### src/core/opd_pkg.sv
package opd_pkg;

  // sequencer states, one-hot
  typedef enum logic [7:0] {
    ST_VEC_HI  = 8'h01,
    ST_VEC_LO  = 8'h02,
    ST_OPCODE  = 8'h04,
    ST_OPERAND = 8'h08,
    ST_ACCESS  = 8'h10,
    ST_PUSH    = 8'h20,
    ST_POP     = 8'h40,
    ST_FREE    = 8'h80
  } opd_state_t;

  // addressing modes
  typedef enum logic [3:0] {
    MD_IMPLIED          = 4'h0,
    MD_LITERAL_OPERAND  = 4'h1,
    MD_PAGE_ZERO        = 4'h2,
    MD_FULL_ADDRESS     = 4'h3,
    MD_RELATIVE         = 4'h4,
    MD_POINTER_PLAIN    = 4'h5,
    MD_POINTER_SHORT    = 4'h6,
    MD_POINTER_LONG     = 4'h7,
    MD_POINTER_AUTOINC  = 4'h8,
    MD_POINTER_OFS_INC  = 4'h9,
    MD_STACK_SHORT      = 4'ha,
    MD_STACK_LONG       = 4'hb
  } opd_mode_t;

  // kind of the bus cycle in progress
  typedef enum logic [2:0] {
    KIND_FETCH  = 3'h0,
    KIND_READ   = 3'h1,
    KIND_WRITE  = 3'h2,
    KIND_PUSH   = 3'h3,
    KIND_POP    = 3'h4,
    KIND_VECTOR = 3'h5,
    KIND_FREE   = 3'h6
  } opd_kind_t;

  // vector bytes in the top page, high byte read first
  localparam logic [15:0] VEC_ADDR_HI = 16'hfffe;
  localparam logic [15:0] VEC_ADDR_LO = 16'hffff;
  // opcode that selects the stack-offset page
  localparam logic [7:0] PAGE_TWO_PREFIX = 8'h9e;
  // high address byte of the first page
  localparam logic [7:0] PAGE_ZERO_HIGH = 8'h00;
  // values after reset
  localparam logic [15:0] RST_PC = 16'h0000;
  localparam logic [7:0] RST_BYTE = 8'h00;
  // cycle count of the opcode fetch itself
  localparam logic [3:0] CYC_FIRST = 4'h1;

endpackage

### src/core/opd_dec_if.sv
`timescale 1ns/100ps
interface opd_dec_if;
  logic [7:0] opcode;              // opcode byte being decoded
  logic prefix;                    // previous byte was the page prefix
  opd_pkg::opd_mode_t mode;        // addressing mode
  logic [1:0] length;              // bytes without the prefix
  logic [3:0] cycles;              // total bus cycles
  logic need_rd;                   // operand read
  logic need_wr;                   // operand write
  logic need_push;                 // one stack push
  logic need_pop;                  // one stack pop
  logic is_branch;                 // ends with a conditional branch
  logic is_prefix;                 // this byte is the prefix
  logic illegal;                   // undefined opcode
  logic [2:0] bit_index;           // bit number for bit ops
  modport dec (input opcode, input prefix, output mode, output length, output cycles,
               output need_rd, output need_wr, output need_push, output need_pop,
               output is_branch, output is_prefix, output illegal, output bit_index);
  modport host (output opcode, output prefix, input mode, input length, input cycles,
                input need_rd, input need_wr, input need_push, input need_pop,
                input is_branch, input is_prefix, input illegal, input bit_index);
endinterface

### src/core/opd_decode.sv
`timescale 1ns/100ps
module opd_decode (
  // decode request and result
  opd_dec_if.dec dif
);

  logic [3:0] hi;  // opcode column
  logic [3:0] lo;  // opcode row
  logic st;        // store-type row

  assign hi = dif.opcode[7:4];
  assign lo = dif.opcode[3:0];
  assign st = (lo == 4'h7) || (lo == 4'hf);
  // bit number sits in opcode bits 3..1
  assign dif.bit_index = dif.opcode[3:1];

  // opcode map to mode, length and cycles
  always_comb begin
    dif.mode = opd_pkg::MD_IMPLIED;
    dif.length = 2'h1;
    dif.cycles = 4'h1;
    dif.need_rd = 1'b0;
    dif.need_wr = 1'b0;
    dif.need_push = 1'b0;
    dif.need_pop = 1'b0;
    dif.is_branch = 1'b0;
    dif.is_prefix = 1'b0;
    dif.illegal = 1'b0;
    unique case (hi)
      // test bit and branch, set or clear bit
      4'h0, 4'h1: begin
        dif.mode = opd_pkg::MD_PAGE_ZERO;
        dif.length = (hi == 4'h0) ? 2'h3 : 2'h2;
        dif.cycles = 4'h5;
        dif.need_rd = 1'b1;
        dif.need_wr = (hi == 4'h1);
        dif.is_branch = (hi == 4'h0);
      end
      // branches
      4'h2: begin
        dif.mode = opd_pkg::MD_RELATIVE;
        dif.length = 2'h2;
        dif.cycles = 4'h3;
        dif.is_branch = 1'b1;
      end
      // read-modify-write on the first page
      4'h3: begin
        dif.mode = opd_pkg::MD_PAGE_ZERO;
        dif.length = 2'h2;
        dif.cycles = 4'h5;
        dif.need_rd = (lo != 4'h5);
        dif.need_wr = (lo != 4'h1) && (lo != 4'h2) && (lo != 4'he);
        if ((lo == 4'h2) || (lo == 4'he)) begin
          dif.mode = opd_pkg::MD_FULL_ADDRESS;
          dif.length = 2'h3;
        end
        if ((lo == 4'h1) || (lo == 4'hb)) begin
          dif.length = 2'h3;
          dif.is_branch = 1'b1;
        end
      end
      // accumulator and index forms, compare literals, moves
      4'h4, 4'h5: begin
        if (lo == 4'h1) begin
          dif.mode = opd_pkg::MD_LITERAL_OPERAND;
          dif.length = 2'h3;
          dif.cycles = 4'h4;
          dif.is_branch = 1'b1;
        end else if (lo == 4'h5) begin
          dif.mode = (hi == 4'h4) ? opd_pkg::MD_LITERAL_OPERAND : opd_pkg::MD_PAGE_ZERO;
          dif.length = (hi == 4'h4) ? 2'h3 : 2'h2;  // word literal is two bytes
          dif.cycles = (hi == 4'h4) ? 4'h3 : 4'h4;
          dif.need_rd = (hi == 4'h5);
        end else if (lo == 4'hb) begin
          dif.mode = opd_pkg::MD_RELATIVE;
          dif.length = 2'h2;
          dif.cycles = 4'h4;
          dif.is_branch = 1'b1;
        end else if (lo == 4'he) begin
          dif.length = (hi == 4'h4) ? 2'h3 : 2'h2;
          dif.cycles = 4'h5;
        end
      end
      // short pointer offset
      4'h6: begin
        dif.mode = (lo == 4'h1) ? opd_pkg::MD_POINTER_OFS_INC : opd_pkg::MD_POINTER_SHORT;
        dif.length = ((lo == 4'h1) || (lo == 4'hb)) ? 2'h3 : 2'h2;
        dif.cycles = 4'h5;
        dif.need_rd = 1'b1;
        dif.need_wr = (lo != 4'h1);
        dif.is_branch = (lo == 4'h1) || (lo == 4'hb);
        if ((lo == 4'h2) || (lo == 4'h5) || (lo == 4'he)) begin
          dif.mode = (lo == 4'h2) ? opd_pkg::MD_IMPLIED : opd_pkg::MD_LITERAL_OPERAND;
          dif.length = (lo == 4'h2) ? 2'h1 : 2'h3;
          dif.cycles = (lo == 4'h2) ? 4'h1 : 4'h3;
          dif.need_rd = 1'b0;
          dif.need_wr = 1'b0;
        end
      end
      // plain pointer
      4'h7: begin
        dif.mode = (lo == 4'h1) ? opd_pkg::MD_POINTER_AUTOINC : opd_pkg::MD_POINTER_PLAIN;
        dif.length = ((lo == 4'h1) || (lo == 4'hb)) ? 2'h2 : 2'h1;
        dif.cycles = 4'h4;
        dif.need_rd = (lo != 4'h2) && (lo != 4'he);
        dif.need_wr = (lo != 4'h1) && (lo != 4'h2) && (lo != 4'h5);
        dif.is_branch = (lo == 4'h1) || (lo == 4'hb);
        if ((lo == 4'h5) || (lo == 4'he)) begin
          dif.mode = opd_pkg::MD_PAGE_ZERO;
          dif.length = 2'h2;
        end
      end
      // control: stack transfers
      4'h8: begin
        dif.need_pop = (lo == 4'h6) || (lo == 4'h8) || (lo == 4'ha);
        dif.need_push = (lo == 4'h7) || (lo == 4'h9) || (lo == 4'hb);
        dif.cycles = dif.need_pop ? 4'h3 : (dif.need_push ? 4'h2 : 4'h1);
        if (lo == 4'h3) begin
          dif.cycles = 4'hb;
        end
      end
      // signed branches, transfers, prefix
      4'h9: begin
        dif.is_prefix = (lo == 4'he);
        if (lo <= 4'h3) begin
          dif.mode = opd_pkg::MD_RELATIVE;
          dif.length = 2'h2;
          dif.cycles = 4'h3;
          dif.is_branch = 1'b1;
        end else if (lo == 4'h6) begin
          // word store to a full address
          dif.mode = opd_pkg::MD_FULL_ADDRESS;
          dif.length = 2'h3;
          dif.cycles = 4'h5;
          dif.need_wr = 1'b1;
        end
      end
      // literal operand
      4'ha: begin
        dif.mode = (lo == 4'hd) ? opd_pkg::MD_RELATIVE : opd_pkg::MD_LITERAL_OPERAND;
        dif.length = 2'h2;
        dif.cycles = (lo == 4'hd) ? 4'h5 : 4'h2;
      end
      // register and memory columns
      default: begin
        dif.mode = (hi == 4'hb) ? opd_pkg::MD_PAGE_ZERO :
                   (hi == 4'hc) ? opd_pkg::MD_FULL_ADDRESS :
                   (hi == 4'hd) ? opd_pkg::MD_POINTER_LONG :
                   (hi == 4'he) ? opd_pkg::MD_POINTER_SHORT : opd_pkg::MD_POINTER_PLAIN;
        dif.length = ((hi == 4'hc) || (hi == 4'hd)) ? 2'h3 : ((hi == 4'hf) ? 2'h1 : 2'h2);
        dif.cycles = ((hi == 4'hc) || (hi == 4'hd)) ? 4'h4 : 4'h3;
        dif.need_rd = !st;
        dif.need_wr = st;
      end
    endcase
    // second page: offset pointer columns (6, d, e) become stack offsets, the rest are illegal
    if (dif.prefix) begin
      dif.is_prefix = 1'b0;
      dif.cycles = dif.cycles + 4'h1;
      if ((hi == 4'h6) || (hi == 4'he)) begin
        dif.mode = opd_pkg::MD_STACK_SHORT;
      end else if (hi == 4'hd) begin
        dif.mode = opd_pkg::MD_STACK_LONG;
      end else begin
        dif.illegal = 1'b1;  // undefined on this page
      end
    end
    // illegal opcodes do no operand reads, writes or branch; a decoded push or pop stays
    if (dif.illegal) begin
      dif.length = 2'h1;
      dif.cycles = 4'h1;
      dif.need_rd = 1'b0;
      dif.need_wr = 1'b0;
      dif.is_branch = 1'b0;
    end
  end

endmodule

### src/core/opd_sequencer.sv
//
// Summary of operation
// - free cycle: one clock, signalled read
// - program fetch reads next byte, advances counter
// - vector read from top page, high first
// - push writes one byte at stack pointer
// - pop reads exactly one stack byte
// - branch target: next instruction plus signed offset
// - page-zero mode: one byte, high byte zero
// - full address mode: two operand bytes
// - literal: one byte, or two for words
// - short pointer offset: unsigned byte plus pointer
// - long pointer offset: word plus pointer
// - autoincrement: access via pointer, then increment
// - stack short offset: pointer plus byte
// - stack long offset: pointer plus word
// - bit ops: bit number 0-7 in opcode
`timescale 1ns/100ps
module opd_sequencer (
  // clock and reset
  input wire logic core_clk,
  input wire logic reset_n,
  // system bus
  output logic [15:0] bus_addr,
  output logic bus_rd,
  output logic bus_wr,
  output logic [7:0] bus_wdata,
  output opd_pkg::opd_kind_t cycle_kind,
  input wire logic [7:0] bus_rdata,
  // datapath inputs
  input wire logic [15:0] index_pair,
  input wire logic [15:0] stack_pointer,
  input wire logic [7:0] store_data,
  input wire logic branch_taken,
  // datapath outputs
  output logic [7:0] opcode,
  output logic page_two,
  output logic [15:0] operand,
  output logic [7:0] read_data,
  output logic [2:0] bit_index,
  output logic index_inc,
  output logic push_done,
  output logic pop_done,
  output logic instr_done,
  output logic illegal_opcode
);

  opd_pkg::opd_state_t state;       // cycle now on the bus
  opd_pkg::opd_state_t next_state;  // cycle to issue next
  logic [15:0] program_counter;     // address of next program byte
  logic [1:0] opr_left;             // operand bytes still to fetch
  logic need_rd;                    // operand read pending
  logic need_wr;                    // operand write pending
  logic need_push;                  // push pending
  logic need_pop;                   // pop pending
  logic [3:0] used;                 // cycles spent on this instruction
  logic [1:0] next_opr_left;
  logic next_rd;
  logic next_wr;
  logic next_push;
  logic next_pop;
  logic [3:0] next_used;
  logic [15:0] next_oper;           // operand bytes, last one low
  logic [15:0] next_addr;
  logic next_bus_rd;
  logic next_bus_wr;
  opd_pkg::opd_kind_t next_kind;
  logic [15:0] next_pc;
  logic refetch;                    // prefix seen, fetch real opcode
  logic finish;                     // instruction ends this cycle
  logic take_branch;
  logic autoinc;
  logic [7:0] short_ofs;            // one-byte offset or page address
  logic [15:0] fetch_pc;            // where the next opcode would be
  logic [15:0] ea;                  // effective address
  logic [15:0] branch_target;

  opd_dec_if dif ();

  // decode the live byte while it is on the bus, else the held opcode
  assign dif.opcode = (state == opd_pkg::ST_OPCODE) ? bus_rdata : opcode;
  assign dif.prefix = page_two;

  opd_decode u_decode (
    .dif(dif)
  );

  assign autoinc = (dif.mode == opd_pkg::MD_POINTER_AUTOINC) ||
                   (dif.mode == opd_pkg::MD_POINTER_OFS_INC);

  // progress bookkeeping for the cycle now ending
  always_comb begin
    next_opr_left = opr_left;
    next_rd = need_rd;
    next_wr = need_wr;
    next_push = need_push;
    next_pop = need_pop;
    next_oper = operand;
    next_used = used + 4'h1;
    refetch = 1'b0;
    unique case (state)
      opd_pkg::ST_OPCODE: begin
        if (dif.is_prefix) begin
          refetch = 1'b1;
        end else begin
          // operand byte count from the decoded length
          next_opr_left = dif.length - 2'h1;
          next_rd = dif.need_rd;
          next_wr = dif.need_wr;
          next_push = dif.need_push;
          next_pop = dif.need_pop;
        end
      end
      opd_pkg::ST_OPERAND: begin
        // shift in operand bytes, first byte ends up high
        next_opr_left = opr_left - 2'h1;
        next_oper = {operand[7:0], bus_rdata};
      end
      opd_pkg::ST_ACCESS: begin
        if (bus_rd) begin
          next_rd = 1'b0;
        end else begin
          next_wr = 1'b0;
        end
      end
      opd_pkg::ST_PUSH: begin
        next_push = 1'b0;
      end
      opd_pkg::ST_POP: begin
        next_pop = 1'b0;
      end
      opd_pkg::ST_VEC_HI, opd_pkg::ST_VEC_LO, opd_pkg::ST_FREE: begin
      end
    endcase
  end

  // effective address per mode
  always_comb begin
    // three-byte forms carry the address byte first, branch byte last
    short_ofs = (dif.length == 2'h3) ? next_oper[15:8] : next_oper[7:0];
    unique case (dif.mode)
      opd_pkg::MD_PAGE_ZERO: ea = {opd_pkg::PAGE_ZERO_HIGH, short_ofs};
      opd_pkg::MD_FULL_ADDRESS: ea = next_oper;
      opd_pkg::MD_POINTER_PLAIN, opd_pkg::MD_POINTER_AUTOINC: ea = index_pair;
      opd_pkg::MD_POINTER_SHORT, opd_pkg::MD_POINTER_OFS_INC:
        ea = index_pair + {8'h00, short_ofs};
      opd_pkg::MD_POINTER_LONG: ea = index_pair + next_oper;
      opd_pkg::MD_STACK_SHORT: ea = stack_pointer + {8'h00, short_ofs};
      opd_pkg::MD_STACK_LONG: ea = stack_pointer + next_oper;
      default: ea = next_oper;
    endcase
  end

  // choose the next bus cycle
  always_comb begin
    fetch_pc = (state == opd_pkg::ST_VEC_LO) ? {program_counter[15:8], bus_rdata}
                                             : program_counter;
    // counter already points past the instruction
    branch_target = fetch_pc + {{8{next_oper[7]}}, next_oper[7:0]};
    take_branch = dif.is_branch && branch_taken;
    next_state = opd_pkg::ST_FREE;
    next_addr = program_counter;
    next_bus_rd = 1'b1;
    next_bus_wr = 1'b0;
    next_kind = opd_pkg::KIND_FREE;
    next_pc = program_counter;
    finish = 1'b0;
    if (state == opd_pkg::ST_VEC_HI) begin
      // low vector byte follows the high one
      next_state = opd_pkg::ST_VEC_LO;
      next_addr = opd_pkg::VEC_ADDR_LO;
      next_kind = opd_pkg::KIND_VECTOR;
      next_pc = {bus_rdata, 8'h00};
    end else if ((state == opd_pkg::ST_VEC_LO) || refetch) begin
      next_state = opd_pkg::ST_OPCODE;
      next_addr = fetch_pc;
      next_kind = opd_pkg::KIND_FETCH;
      next_pc = fetch_pc + 16'h0001;
    end else if (next_opr_left != 2'h0) begin
      next_state = opd_pkg::ST_OPERAND;
      next_kind = opd_pkg::KIND_FETCH;
      next_pc = program_counter + 16'h0001;
    end else if (next_rd || next_wr) begin
      next_state = opd_pkg::ST_ACCESS;
      next_addr = ea;
      next_bus_rd = next_rd;
      next_bus_wr = !next_rd;
      next_kind = next_rd ? opd_pkg::KIND_READ : opd_pkg::KIND_WRITE;
    end else if (next_push) begin
      // one byte written at the stack pointer
      next_state = opd_pkg::ST_PUSH;
      next_addr = stack_pointer;
      next_bus_rd = 1'b0;
      next_bus_wr = 1'b1;
      next_kind = opd_pkg::KIND_PUSH;
    end else if (next_pop) begin
      // one byte read just above the stack pointer
      next_state = opd_pkg::ST_POP;
      next_addr = stack_pointer + 16'h0001;
      next_kind = opd_pkg::KIND_POP;
    end else if (next_used <= dif.cycles) begin
      // pad to the decoded count with free reads
      next_state = opd_pkg::ST_FREE;
    end else begin
      finish = 1'b1;
      next_state = opd_pkg::ST_OPCODE;
      next_addr = take_branch ? branch_target : fetch_pc;
      next_kind = opd_pkg::KIND_FETCH;
      next_pc = next_addr + 16'h0001;
    end
  end

  // bus cycle registers
  always_ff @(posedge core_clk) begin
    if (!reset_n) begin
      // reset starts the vector read
      state <= opd_pkg::ST_VEC_HI;
      bus_addr <= opd_pkg::VEC_ADDR_HI;
      bus_rd <= 1'b1;
      bus_wr <= 1'b0;
      bus_wdata <= opd_pkg::RST_BYTE;
      cycle_kind <= opd_pkg::KIND_VECTOR;
      program_counter <= opd_pkg::RST_PC;
    end else begin
      state <= next_state;
      bus_addr <= next_addr;
      bus_rd <= next_bus_rd;
      bus_wr <= next_bus_wr;
      bus_wdata <= store_data;
      cycle_kind <= next_kind;
      program_counter <= next_pc;
    end
  end

  // per-instruction progress
  always_ff @(posedge core_clk) begin
    if (!reset_n) begin
      opr_left <= 2'h0;
      need_rd <= 1'b0;
      need_wr <= 1'b0;
      need_push <= 1'b0;
      need_pop <= 1'b0;
      used <= opd_pkg::CYC_FIRST;
    end else begin
      opr_left <= next_opr_left;
      need_rd <= next_rd;
      need_wr <= next_wr;
      need_push <= next_push;
      need_pop <= next_pop;
      // prefix cycle counts toward the instruction
      used <= (next_state == opd_pkg::ST_OPCODE && !refetch) ? opd_pkg::CYC_FIRST : next_used;
    end
  end

  // results and pulses towards the datapath
  always_ff @(posedge core_clk) begin
    if (!reset_n) begin
      opcode <= opd_pkg::RST_BYTE;
      page_two <= 1'b0;
      operand <= 16'h0000;
      read_data <= opd_pkg::RST_BYTE;
      bit_index <= 3'h0;
      index_inc <= 1'b0;
      push_done <= 1'b0;
      pop_done <= 1'b0;
      instr_done <= 1'b0;
      illegal_opcode <= 1'b0;
    end else begin
      if (state == opd_pkg::ST_OPCODE) begin
        opcode <= bus_rdata;
        bit_index <= dif.bit_index;
      end
      if ((state == opd_pkg::ST_OPCODE) && dif.is_prefix) begin
        page_two <= 1'b1;
      end else if (finish) begin
        page_two <= 1'b0;
      end
      operand <= next_oper;
      if (((state == opd_pkg::ST_ACCESS) && bus_rd) || (state == opd_pkg::ST_POP)) begin
        read_data <= bus_rdata;
      end
      // bump the pointer once its last access is done
      index_inc <= (state == opd_pkg::ST_ACCESS) && autoinc && !next_rd && !next_wr;
      push_done <= (state == opd_pkg::ST_PUSH);
      pop_done <= (state == opd_pkg::ST_POP);
      instr_done <= finish;
      illegal_opcode <= (state == opd_pkg::ST_OPCODE) && dif.illegal;
    end
  end

  a_free_read: assert property (@(posedge core_clk) disable iff (!reset_n)
    (state == opd_pkg::ST_FREE) |-> bus_rd && !bus_wr && (cycle_kind == opd_pkg::KIND_FREE))
    else $error("free cycle not a plain read");

  a_fetch_advance: assert property (@(posedge core_clk) disable iff (!reset_n)
    (state == opd_pkg::ST_OPERAND) |-> (program_counter == bus_addr + 16'h0001) && bus_rd)
    else $error("program counter not past fetched byte");

  a_vector_order: assert property (@(posedge core_clk) disable iff (!reset_n)
    (state == opd_pkg::ST_VEC_HI) |-> (bus_addr == opd_pkg::VEC_ADDR_HI)
      ##1 (state == opd_pkg::ST_VEC_LO) && (bus_addr == opd_pkg::VEC_ADDR_LO))
    else $error("vector bytes out of order");

  a_push_write: assert property (@(posedge core_clk) disable iff (!reset_n)
    (state == opd_pkg::ST_PUSH) |-> bus_wr && !bus_rd && (bus_addr == $past(stack_pointer))
      ##1 (state != opd_pkg::ST_PUSH))
    else $error("push not a single write at stack pointer");

  a_pop_once: assert property (@(posedge core_clk) disable iff (!reset_n)
    (state == opd_pkg::ST_POP) |-> bus_rd && !bus_wr ##1 (state != opd_pkg::ST_POP) && pop_done)
    else $error("pop not a single read");

  a_branch_target: assert property (@(posedge core_clk) disable iff (!reset_n)
    (finish && take_branch) |=>
      (bus_addr == $past(fetch_pc) + {{8{operand[7]}}, operand[7:0]}))
    else $error("branch target wrong");

  a_page_zero: assert property (@(posedge core_clk) disable iff (!reset_n)
    ((state == opd_pkg::ST_ACCESS) && (dif.mode == opd_pkg::MD_PAGE_ZERO))
      |-> (bus_addr[15:8] == opd_pkg::PAGE_ZERO_HIGH))
    else $error("page-zero access left the first page");

  a_pointer_short: assert property (@(posedge core_clk) disable iff (!reset_n)
    ((state == opd_pkg::ST_ACCESS) && (dif.mode == opd_pkg::MD_POINTER_SHORT))
      |-> (bus_addr == $past(index_pair) + {8'h00, operand[7:0]}))
    else $error("short pointer offset address wrong");

  a_index_bump: assert property (@(posedge core_clk) disable iff (!reset_n)
    index_inc |-> ($past(state) == opd_pkg::ST_ACCESS) ##1 !index_inc)
    else $error("pointer bump not after its access");

  a_illegal_flag: assert property (@(posedge core_clk) disable iff (!reset_n)
    illegal_opcode |-> ($past(state) == opd_pkg::ST_OPCODE) && (state == opd_pkg::ST_OPCODE))
    else $error("illegal flag without an opcode");

endmodule

### config.mk
export PLATFORM = sky130hd
export DESIGN_NAME = opd_sequencer
export DESIGN_NICKNAME = d
export VERILOG_FILES = /design/src/core/opd_pkg.sv /design/src/core/opd_dec_if.sv /design/src/core/opd_decode.sv /design/src/core/opd_sequencer.sv
export SDC_FILE = /design/constraint.sdc
export NUM_CORES = 1
export LEC_CHECK = 0
export ABC_AREA = 0
export BUFFER_PORTS_ARGS = -buffer_cell sky130_fd_sc_hd__buf_2
export CAP_MARGIN = 20
export CORE_UTILIZATION = 45
export DETAILED_ROUTE_END_ITERATION = 7
export PLACE_DENSITY_LB_ADDON = 0.12
export SYNTH_ARGS = -nofsm -noshare
export SYNTH_HDL_FRONTEND = slang
export SYNTH_SLANG_ARGS = --single-unit
export TNS_END_PERCENT = 5
### constraint.sdc
create_clock -name core_clk -period 8.6 [get_ports core_clk]
set_input_delay 1.72 -clock core_clk [delete_from_list [all_inputs] [get_ports core_clk]]
set_output_delay 1.72 -clock core_clk [all_outputs]
set_load 0.05 [all_outputs]
Yosys cells after proc, flatten, opt, wreduce, memory -nomap -nowiden
Cells that the tools add are included.
- add/sub/neg operators: 13
- multipliers: 0
- div/mod/pow operators: 0
- magnitude comparators: 2
- equal/unequal tests: 57
- shifts and indexed selects: 0
- mux-type cells: 142
- bitwise gates (word level): 1
- reductions and logical operators: 49
- operator list (operator ; number):
    16-bit 2-to-1 mux ; 15
    16-bit one-hot mux with 6 select lines ; 1
    4-bit 2-to-1 mux ; 22
    8-bit 2-to-1 mux ; 10
    4-bit == test (second input constant) ; 19
    16-bit by 1-bit adder with 16-bit output (second input constant) ; 4
    1-bit 2-to-1 mux ; 50
    16-bit adder ; 3
    4-bit by 3-bit == test with 1-bit output (second input constant) ; 10
    2-bit 2-to-1 mux ; 20
    3-bit 2-to-1 mux ; 13
    4-bit one-hot mux with 9 select lines ; 1
    16-bit by 8-bit adder with 16-bit output ; 2
    4-bit one-hot mux with 8 select lines ; 1
    4-bit by 2-bit == test with 1-bit output (second input constant) ; 5
    1-bit one-hot mux with 6 select lines ; 3
    8-bit by 3-bit == test with 1-bit output (second input constant) ; 2
    1-bit logical OR ; 16
    2-bit one-hot mux with 8 select lines ; 1
    2-bit OR reduction ; 8
    1-bit logical AND ; 12
    4-bit by 1-bit inequality test with 1-bit output (second input constant) ; 3
    4-bit inequality test (second input constant) ; 3
    4-bit by 1-bit adder with 4-bit output (second input constant) ; 2
    other kinds (25) ; 38
- register bits after elaboration: 104
- bits in latches: 0
- memory bits (writable): 0
- bits in read-only memories: 0
- input bits: 51
- output and inout port bits: 70
- logic and storage cells: 290
- memories kept: 0

Logic depth before layout (Yosys ltp)
Gate-level depths: netlist of run 1.
- depth in word-level cells: 23
- mapped depth: 28
- gate-level depth less buffers: 23

Hierarchy
Synthesis of run 1 repeated with hierarchy kept, for this count alone.
- cell total of the unflattened synthesis: 1357
- area total of the unflattened synthesis: 9982.1 um^2
- modules (own cells, without submodules) (module ; times used ; cells an instance ; area each (um^2) ; seq. area each (um^2)):
    opd_sequencer ; 1 ; 1158 ; 8729.6 ; 2082.0
    opd_decode ; 1 ; 199 ; 1252.5 ; 0.0

Worst setup path before layout of run 1
No wires, ideal clock.
- kind: in2reg
- start: input port bus_rdata[5]
- end: register bus_addr[15]
- library setup time: 121 ps
- arrival time: 6677 ps
- data required time: 8479 ps
- slack: 1802 ps
- cell stages on the path: 24
- path buffers: 2
- cells stage by stage: clkbuf_1 nor2b_1 nand4b_1 o2111ai_1 or2_1 a2111oi_0 a32oi_1 ha_1 clkbuf_1 nand2_1 nand2_1 o21a_1 ha_1 a21o_1 a21o_1 a2111oi_0 o31ai_1 o41ai_1 o21ai_0 a21o_1 a21oi_1 xnor2_1 a211oi_1 o21ai_1
- word-level cells in the longest chain between the ends: 16
- elaborated cells on any way between the ends: 115
- classes of those cells: add/sub (7); order compare (1); eq/ne (24); mux (67); reduce/logical (16)
- ends and longest elaborated chain (what ; line ; RTL):
    start, declared ; opd_sequencer.sv:29 ; input wire logic [7:0] bus_rdata,
    8-bit 2-to-1 mux ; - ;
    4-bit by 3-bit == test with 1-bit output / 4-bit == test (equally long branches) ; - ;
    1-bit 2-to-1 mux, or another cell as far along ; opd_decode.sv:71, opd_decode.sv:80 ;
    2-bit 2-to-1 mux, or another cell as far along ; opd_decode.sv:79 ; end else if (lo == 4'he) begin
    2-bit 2-to-1 mux, or another cell as far along ; opd_decode.sv:74 ; end else if (lo == 4'hb) begin
    2-bit 2-to-1 mux, or another cell as far along ; opd_decode.sv:69 ; end else if (lo == 4'h5) begin
    2-bit 2-to-1 mux, or another cell as far along ; opd_decode.sv:64 ; if (lo == 4'h1) begin
    2-bit one-hot mux with 8 select lines, or another cell as far along ; opd_decode.sv:29 ; unique case (hi)
    2-bit 2-to-1 mux, or another cell as far along ; opd_decode.sv:169 ; if (dif.illegal) begin
    2-bit == test, or another cell as far along ; opd_sequencer.sv:140 ; short_ofs = (dif.length == 2'h3) ? next_oper[15:8] : next_oper[7:0];
    8-bit 2-to-1 mux, or another cell as far along ; opd_sequencer.sv:140 ;
    16-bit by 8-bit adder with 16-bit output, or another cell as far along ; opd_sequencer.sv:148 ; opd_pkg::MD_STACK_SHORT: ea = stack_pointer + {8'h00, short_ofs};
    16-bit one-hot mux with 6 select lines / 16-bit 2-to-1 mux (equally long branches) ; opd_sequencer.sv:141, opd_sequencer.sv:189 ;
    16-bit 2-to-1 mux ; opd_sequencer.sv:183 ; end else if (next_rd || next_wr) begin
    16-bit 2-to-1 mux ; opd_sequencer.sv:179 ; end else if (next_opr_left != 2'h0) begin
    16-bit 2-to-1 mux * ; opd_sequencer.sv:174 ; end else if ((state == opd_pkg::ST_VEC_LO) || refetch) begin
    end signal, assigned ; opd_sequencer.sv:218 ; bus_addr <= opd_pkg::VEC_ADDR_HI;
    end signal, assigned ; opd_sequencer.sv:226 ; bus_addr <= next_addr;
    end, declared ; opd_sequencer.sv:24 ; output logic [15:0] bus_addr,
Mark *: on every way between the ends. The rest lies on a longest branch, timed or not.
A chain may end at the register's enable or synchronous reset.

Final worst setup path of run 1
- start: input port bus_rdata[6]
- end: register bus_addr[14]
Same word-level chain as after synthesis.

==> results.py, run 1 <==
metrics = {
    "critical_path": {
        "startpoint": "bus_rdata[6]",
        "r2r-start": "opcode[6]$_SDFF_PN0_",
        "cp.arrival_ps": 7890,
        "worstRegToRegCells": 22,
        "path_class": "in -> reg",
        "worst_setup_path_end_kind": "flip-flop",
        "worstPathRequired_ps": 8900,
        "r2r_slack_ps": 1620,
        "crit_path_max_fanout": 28,
        "reg2reg_to": "bus_addr[14]$_SDFF_PP1_",
        "startpoint_type": "primary input",
    },
    "power_and_ir_drop": {
        "p_per_area_nw_per_um2": 237.0,
        "ir_drop_mv": 0.1747,
        "p_leak_nw": 5.097,
    },
    "finish": {
        "diodes": 0,
        "multi_input_area_um2": 7929,
        "nets": 1591,
        "ff_latch_area_um2": 2082,
        "drive_gt1_share_pct": 14.56,
        "final_common_cell": "nor2_1",
        "final_cell_mix": "nor2_1, buf_2, nand2_1, dfxtp_1, a21oi_1",
        "fillerInstances": 2350,
        "area_delta_synth_final_pct": 10.45,
    },
    "hold_path": {
        "hold_end": "bit_index[1]$_SDFFE_PN0P_",
        "holdCritStartpoint": "bit_index[1]$_SDFFE_PN0P_",
        "hold_depth": 2,
        "hp-class": "reg -> reg",
    },
    "route": {
        "ant_nets": 0,
        "routed_via_density": 6.421,
        "drt_iter0_drc": 1112,
        "avgRoutedWirePerCell_um": 22.67,
        "finalWirelength_um": 40740,
        "drt_pass1_iterations": 6,
        "vias": 11539,
        "drc_errors": 0,
    },
    "floorplan": {
        "die_h_um": 155.4,
        "ioPinCount": 121,
        "core_um2": 22850,
        "die_area_um2": 24150,
        "fp-row-count": 55,
        "start_util_pct": 46.35,
        "die_w_um": 155.4,
    },
    "global_routing": {
        "overflow": 0,
        "globalRouteTotalUtil_pct": 33.45,
        "grt_pass1_vias": 10772,
        "grt_pass1_wl_um": 62240,
        "antenna_found_initial": 1,
        "grt_max_degree": 55,
    },
    "outcome": {
        "status": "complete, no violations",
    },
    "clock_tree": {
        "path_clk_slew_ps": 90,
        "cts_setup_buffers": 0,
        "htreeDepth": 3,
        "cts_tree": "built",
        "numCtsBuffers": 9,
        "cts_hold_buffers": 0,
        "cts-root-buf": "clkbuf_16",
        "insertion_delay_ps": 380,
        "post_cts_resized": 0,
        "cts_max_path_buffers": 2,
        "clkSinkCount": 104,
    },
    "logic_synthesis": {
        "synth_area_um2": 10590,
        "synth_mux_area_share_pct": 6.960,
        "async_flop_share_pct": 0,
        "synthAdderAreaFrac_pct": 7.421,
        "synth_compound_area_share_pct": 27.78,
        "synth-xor-area-share_pct": 4.526,
        "ys_warn_count": 0,
        "yosysSeqAreaShare_pct": 19.66,
        "synth_cell_type_count": 100,
        "synthSimpleGateAreaFrac_pct": 28.12,
        "synth_nets": 1525,
        "syn_area_per_cell_um2": 7.494,
        "ys_ff_latch": 104,
        "ys.flop_type": "dfxtp_1",
        "syn_inst": 1413,
        "synth_top_family_by_area": "simple AND/OR/NAND/NOR gates",
        "synth-edff-count": 0,
    },
    "flow_run": {
        "maxCapViolCount": 0,
    },
    "sta": {
        "fin_crit_ps": 7590,
        "setup_viol": 0,
        "hold_violations": 0,
        "slew_headroom_pct": 33.03,
        "fin_crit_sh_pct": 88.25,
        "slew_viol_final": 0,
        "holdWs_ps": 456.1,
        "fin_skew_ps": 12.80,
        "grt_setup_unrepaired": "false",
        "setup-tns-final_ps": 0,
        "fmax_mhz": 131.8,
        "tightest_slew_ps": 976.6,
    },
    "placed_design": {
        "portBuffers": 120,
        "dp.final_hpwl_um": 30730,
        "gp_congestion": 0.9666,
    },
}
-- state kept, by name, indices dropped and copies added (netlist names), 2 cells and up --
register and count:
used 4, bus_addr 16, bus_wdata 8, state 8, bit_index 3, opcode 8
program_counter 16, operand 16, cycle_kind 3, read_data 8, opr_left 2
-- critical path, stage by stage --
cell and delay [ps]:
buf_2 460, nor2b_1 430, nand4_1 250, o22ai_1 310, and4b_1 320, o31ai_2 100, a211oi_1 420, nand2_1 380
nand2_1 440, mux2i_1 150, ha_1 260, inv_1 80, fa_1 200, nand3b_1 130, a21oi_1 90, o21a_1 200
o21a_1 180, o41ai_1 540, o2111ai_1 210, a21oi_1 220, xnor2_1 140, a221oi_1 110, a221o_1 380, a31oi_1 170
-- cell families after synthesis --
group	Yosys count
AOI/OAI and AO/OA	412
xor gates and xnor gates	53
adders and majority gates	61
buffers and inverters	139
DFF	104
muxes	72
and+or+nand+nor	572
-- per-layer routing --
layer / wire (um) / track usage (%) / vias up
met5: 0 / 0 / -
met2: 18690 / 55.58 / 563
met1: 17090 / 42.05 / 5395
li1: - / - / 5429
met3: 2730 / 4.373 / 152
met4: 2223 / 17.83 / 0
-- how the worst max path moves through the flow --
stage | slack, ps | to | cells after the start
global placement | 870 | bus_addr[15]$_SDFF_PP1_ | 21
floorplan | 1800 | bus_addr[15]$_SDFF_PP1_ | 24
CTS | 1100 | bus_addr[15]$_SDFF_PP1_ | 21
finish | 1010 | bus_addr[14]$_SDFF_PP1_ | 24
global route | 470 | bus_addr[15]$_SDFF_PP1_ | 21
detailed placement | 770 | bus_addr[14]$_SDFF_PP1_ | 24
-- synthesized netlist by cell type (all sizes together) (6+ instances only) --
cell | n | area share [%]
nand3b | 10 | 0.71
a211o | 9 | 0.74
o211ai | 25 | 1.9
xor2 | 22 | 1.8
xnor2 | 30 | 2.5
o221a | 6 | 0.64
nand4 | 18 | 1.1
dfxtp | 104 | 20
nor2b | 16 | 0.95
a2111oi | 11 | 0.91
or3 | 7 | 0.41
inv | 47 | 1.7
a21oi | 85 | 4.0
o22ai | 14 | 0.83
and2 | 27 | 1.6
nand2b | 19 | 1.1
nand4b | 11 | 0.91
o31ai | 11 | 0.83
a21boi | 7 | 0.53
nand3 | 50 | 2.4
and3 | 15 | 0.89
nor2 | 177 | 6.4
buf | 33 | 1.8
a221oi | 14 | 1.2
o21ai | 60 | 2.9
nor3 | 50 | 2.5
o221ai | 13 | 1.1
mux2i | 62 | 5.9
a211oi | 23 | 1.9
ha | 58 | 6.9
or2 | 10 | 0.59
nor4 | 14 | 1.2
a31oi | 16 | 0.95
and4b | 6 | 0.57
o41ai | 7 | 0.58
a22oi | 16 | 1.1
mux2 | 10 | 1.1
clkbuf | 58 | 2.1
nand2 | 113 | 4.0
a21o | 20 | 1.4
o21a | 19 | 1.3
-- cell type report --
type                       instances  area share, %
multi-input combinational       1170          67.80
sequential                       104          17.80
timing repair buffer             146          6.804
tap                              313          3.349
clock buffer                       9          1.926
inverter                          48          1.541
clock inverter                     7         0.7810
-- stage by stage --
step,area (um^2),util (%),total power [mW],std cells,setup WS [ps]
after floorplan,10590,-,1.852,1413,1802
after global placement,11380,49.80,2.291,1781,872.9
after detailed placement,11380,49.80,2.288,1781,773.1
after CTS,11700,51.19,2.746,1797,1099
after global routing,11700,51.19,2.922,1797,472.3
final,11700,51.19,2.772,1797,1010
-- report_power, final --
part	total (mW)	internal (mW)	switching, mW
clock	0.450	0.211	0.239
combinational	1.65	0.548	1.10
sequential	0.672	0.570	0.102
(Power assumes the default switching activity.)
==> run 2, diff against run 1 <==
--- a/config.mk
+++ b/config.mk
@@ -8,7 +8,7 @@
 export ABC_AREA = 0
 export BUFFER_PORTS_ARGS = -buffer_cell sky130_fd_sc_hd__buf_2
 export CAP_MARGIN = 20
-export CORE_UTILIZATION = 45
+export CORE_UTILIZATION = 48
 export DETAILED_ROUTE_END_ITERATION = 7
 export PLACE_DENSITY_LB_ADDON = 0.12
 export SYNTH_ARGS = -nofsm -noshare
==> results.py, run 2 (same netlist as run 1, synthesis figures left out) <==
metrics = {
    "clock_tree": {
        "cts_tree": "built",
        "post_cts_resized": 0,
        "cts_max_path_buffers": 2,
        "path_clk_slew_ps": 90,
        "insertion_delay_ps": 370,
        "numCtsBuffers": 9,
        "cts_setup_buffers": 0,
        "cts_hold_buffers": 0,
        "cts-root-buf": "clkbuf_16",
        "htreeDepth": 3,
        "clkSinkCount": 104,
    },
    "route": {
        "finalWirelength_um": 39900,
        "avgRoutedWirePerCell_um": 22.72,
        "routed_via_density": 6.575,
        "ant_nets": 0,
        "vias": 11546,
        "drt_pass1_iterations": 6,
        "drc_errors": 0,
        "drt_iter0_drc": 1193,
    },
    "critical_path": {
        "cp.arrival_ps": 7990,
        "path_class": "in -> reg",
        "crit_buf_inv": 2,
        "path_common_cell": "a21oi_1",
        "crit_family": "compound AO/OA/AOI/OAI gates",
        "reg2reg_to": "bus_addr[14]$_SDFF_PP1_",
        "worstRegToRegCells": 24,
        "r2r-start": "state[5]$_SDFF_PN0_",
        "crit_path_max_fanout": 23,
        "worst_setup_path_end_kind": "flip-flop",
        "slowest_delay_ps": 800,
        "worstPathRequired_ps": 8890,
        "r2r_slack_ps": 1560,
        "startpoint_type": "primary input",
        "crit_chain": "buf_2, nor4bb_1, or2_2, mux2i_1, a21oi_1, o31ai_2, a211oi_1, nand2_1, nand2_1, mux2i_1, ha_1, inv_1, fa_1, nand3b_1, a21oi_1, o21a_1, o21a_1, o41ai_1, o2111ai_1, a21oi_1, xnor2_1, a221oi_1, a221o_1, a31oi_1",
        "startpoint": "bus_rdata[2]",
        "critPathSlowestCell": "nor4bb_1",
    },
    "placed_design": {
        "portBuffers": 120,
        "pre_cts_slack_ps": 692.9,
        "dp.final_hpwl_um": 29840,
        "gp_congestion": 0.9993,
    },
    "global_routing": {
        "grt_pass1_vias": 10708,
        "grt_pass1_wl_um": 60940,
        "grt_max_degree": 56,
        "globalRouteTotalUtil_pct": 35.33,
        "antenna_found_initial": 1,
        "overflow": 0,
    },
    "finish": {
        "final_cell_mix": "nor2_1, buf_2, nand2_1, dfxtp_1, a21oi_1",
        "reg.largest.list": "bus_addr: 16 flops, operand: 16 flops, program_counter: 16 flops",
        "drive_gt1_share_pct": 14.32,
        "ff_latch_area_um2": 2082,
        "nets": 1587,
        "area_delta_synth_final_pct": 9.737,
        "multi_input_area_um2": 7929,
        "fillerInstances": 2131,
        "final_common_cell": "nor2_1",
    },
    "floorplan": {
        "start_util_pct": 49.59,
        "die_h_um": 150.5,
        "die_w_um": 150.5,
        "core_um2": 21350,
        "ioPinCount": 121,
        "die_area_um2": 22660,
        "fp-row-count": 53,
    },
    "hold_path": {
        "hp-class": "reg -> reg",
        "hold_end": "bit_index[2]$_SDFFE_PN0P_",
        "holdCritStartpoint": "bit_index[2]$_SDFFE_PN0P_",
        "hold_depth": 2,
    },
    "sta": {
        "setup_viol": 0,
        "fin_crit_sh_pct": 89.58,
        "tightest_slew_ps": 986.1,
        "slew_viol_final": 0,
        "grt_setup_unrepaired": "false",
        "fin_crit_ps": 7704,
        "worst_slack_ps": 896.3,
        "fin_skew_ps": 16.02,
        "setup-tns-final_ps": 0,
        "hold_violations": 0,
        "fmax_mhz": 129.8,
        "slew_headroom_pct": 34.26,
    },
    "power_and_ir_drop": {
        "p_leak_nw": 5.077,
        "p_per_area_nw_per_um2": 237.8,
        "p_total_mw": 2.764,
        "ir_drop_mv": 0.1470,
    },
    "flow_run": {
        "maxCapViolCount": 0,
    },
    "outcome": {
        "status": "complete, no violations",
    },
}
==> run 2: cell types whose count changed in the layout (fill, tap and decap cells not counted), sizes merged <==
cell    delta
diode      +1
clkinv     -1
inv        +1
buf        -4
==> run 2: worst max-delay path by stage <==
| stage | to | slack, ps | cells after the start |
|---|---|---|---|
| after global routing | bus_addr[14]$_SDFF_PP1_ | 320 | 24 |
| after floorplan | bus_addr[15]$_SDFF_PP1_ | 1800 | 24 |
| final | bus_addr[14]$_SDFF_PP1_ | 900 | 24 |
| after CTS | bus_addr[14]$_SDFF_PP1_ | 1000 | 24 |
| after global placement | bus_addr[15]$_SDFF_PP1_ | 860 | 22 |
| after detailed placement | bus_addr[14]$_SDFF_PP1_ | 690 | 24 |
==> run 2: metal layers <==
layer | global-route usage, % | vias to the layer above | wire [um]
li1 | - | 5417 | -
met4 | 19.34 | 0 | 2159
met1 | 44.69 | 5325 | 16390
met2 | 57.07 | 651 | 18050
met3 | 5.697 | 153 | 3299
met5 | 0 | - | 0
==> run 2: worst min-delay path: cells and delay by family (launching register included) <==
kind	cells	cell delay, ps
flops	1	310
simple gates	1	50
compound gates	1	50
==> run 2: where the power goes <==
group	switching [mW]	internal, mW	leakage, nW	total (mW)
Combinational	1.10	0.544	4.07	1.64
Sequential	0.102	0.570	0.850	0.671
Clock	0.239	0.212	0.152	0.451
==> run 2: stage by stage <==
step                hold slack [ps]  instances  cell area [um^2]  utilization (%)
floorplan                     418.6       1413             10590                -
CTS                           457.4       1755             11620            54.41
finish                        455.9       1756             11620            54.42
global placement              440.7       1739             11300            52.92
global route                  479.4       1755             11620            54.41
detailed placement            444.9       1739             11300            52.92
==> run 2: cell type report <==
class                      instances  share of cell area (%)
inverter                          48                   1.551
sequential                       104                   17.92
timing repair buffer             142                   6.590
tap                              275                   2.961
clock inverter                     7                  0.7860
clock buffer                       9                   1.938
multi-input combinational       1170                   68.24
antenna                            1                 0.02154
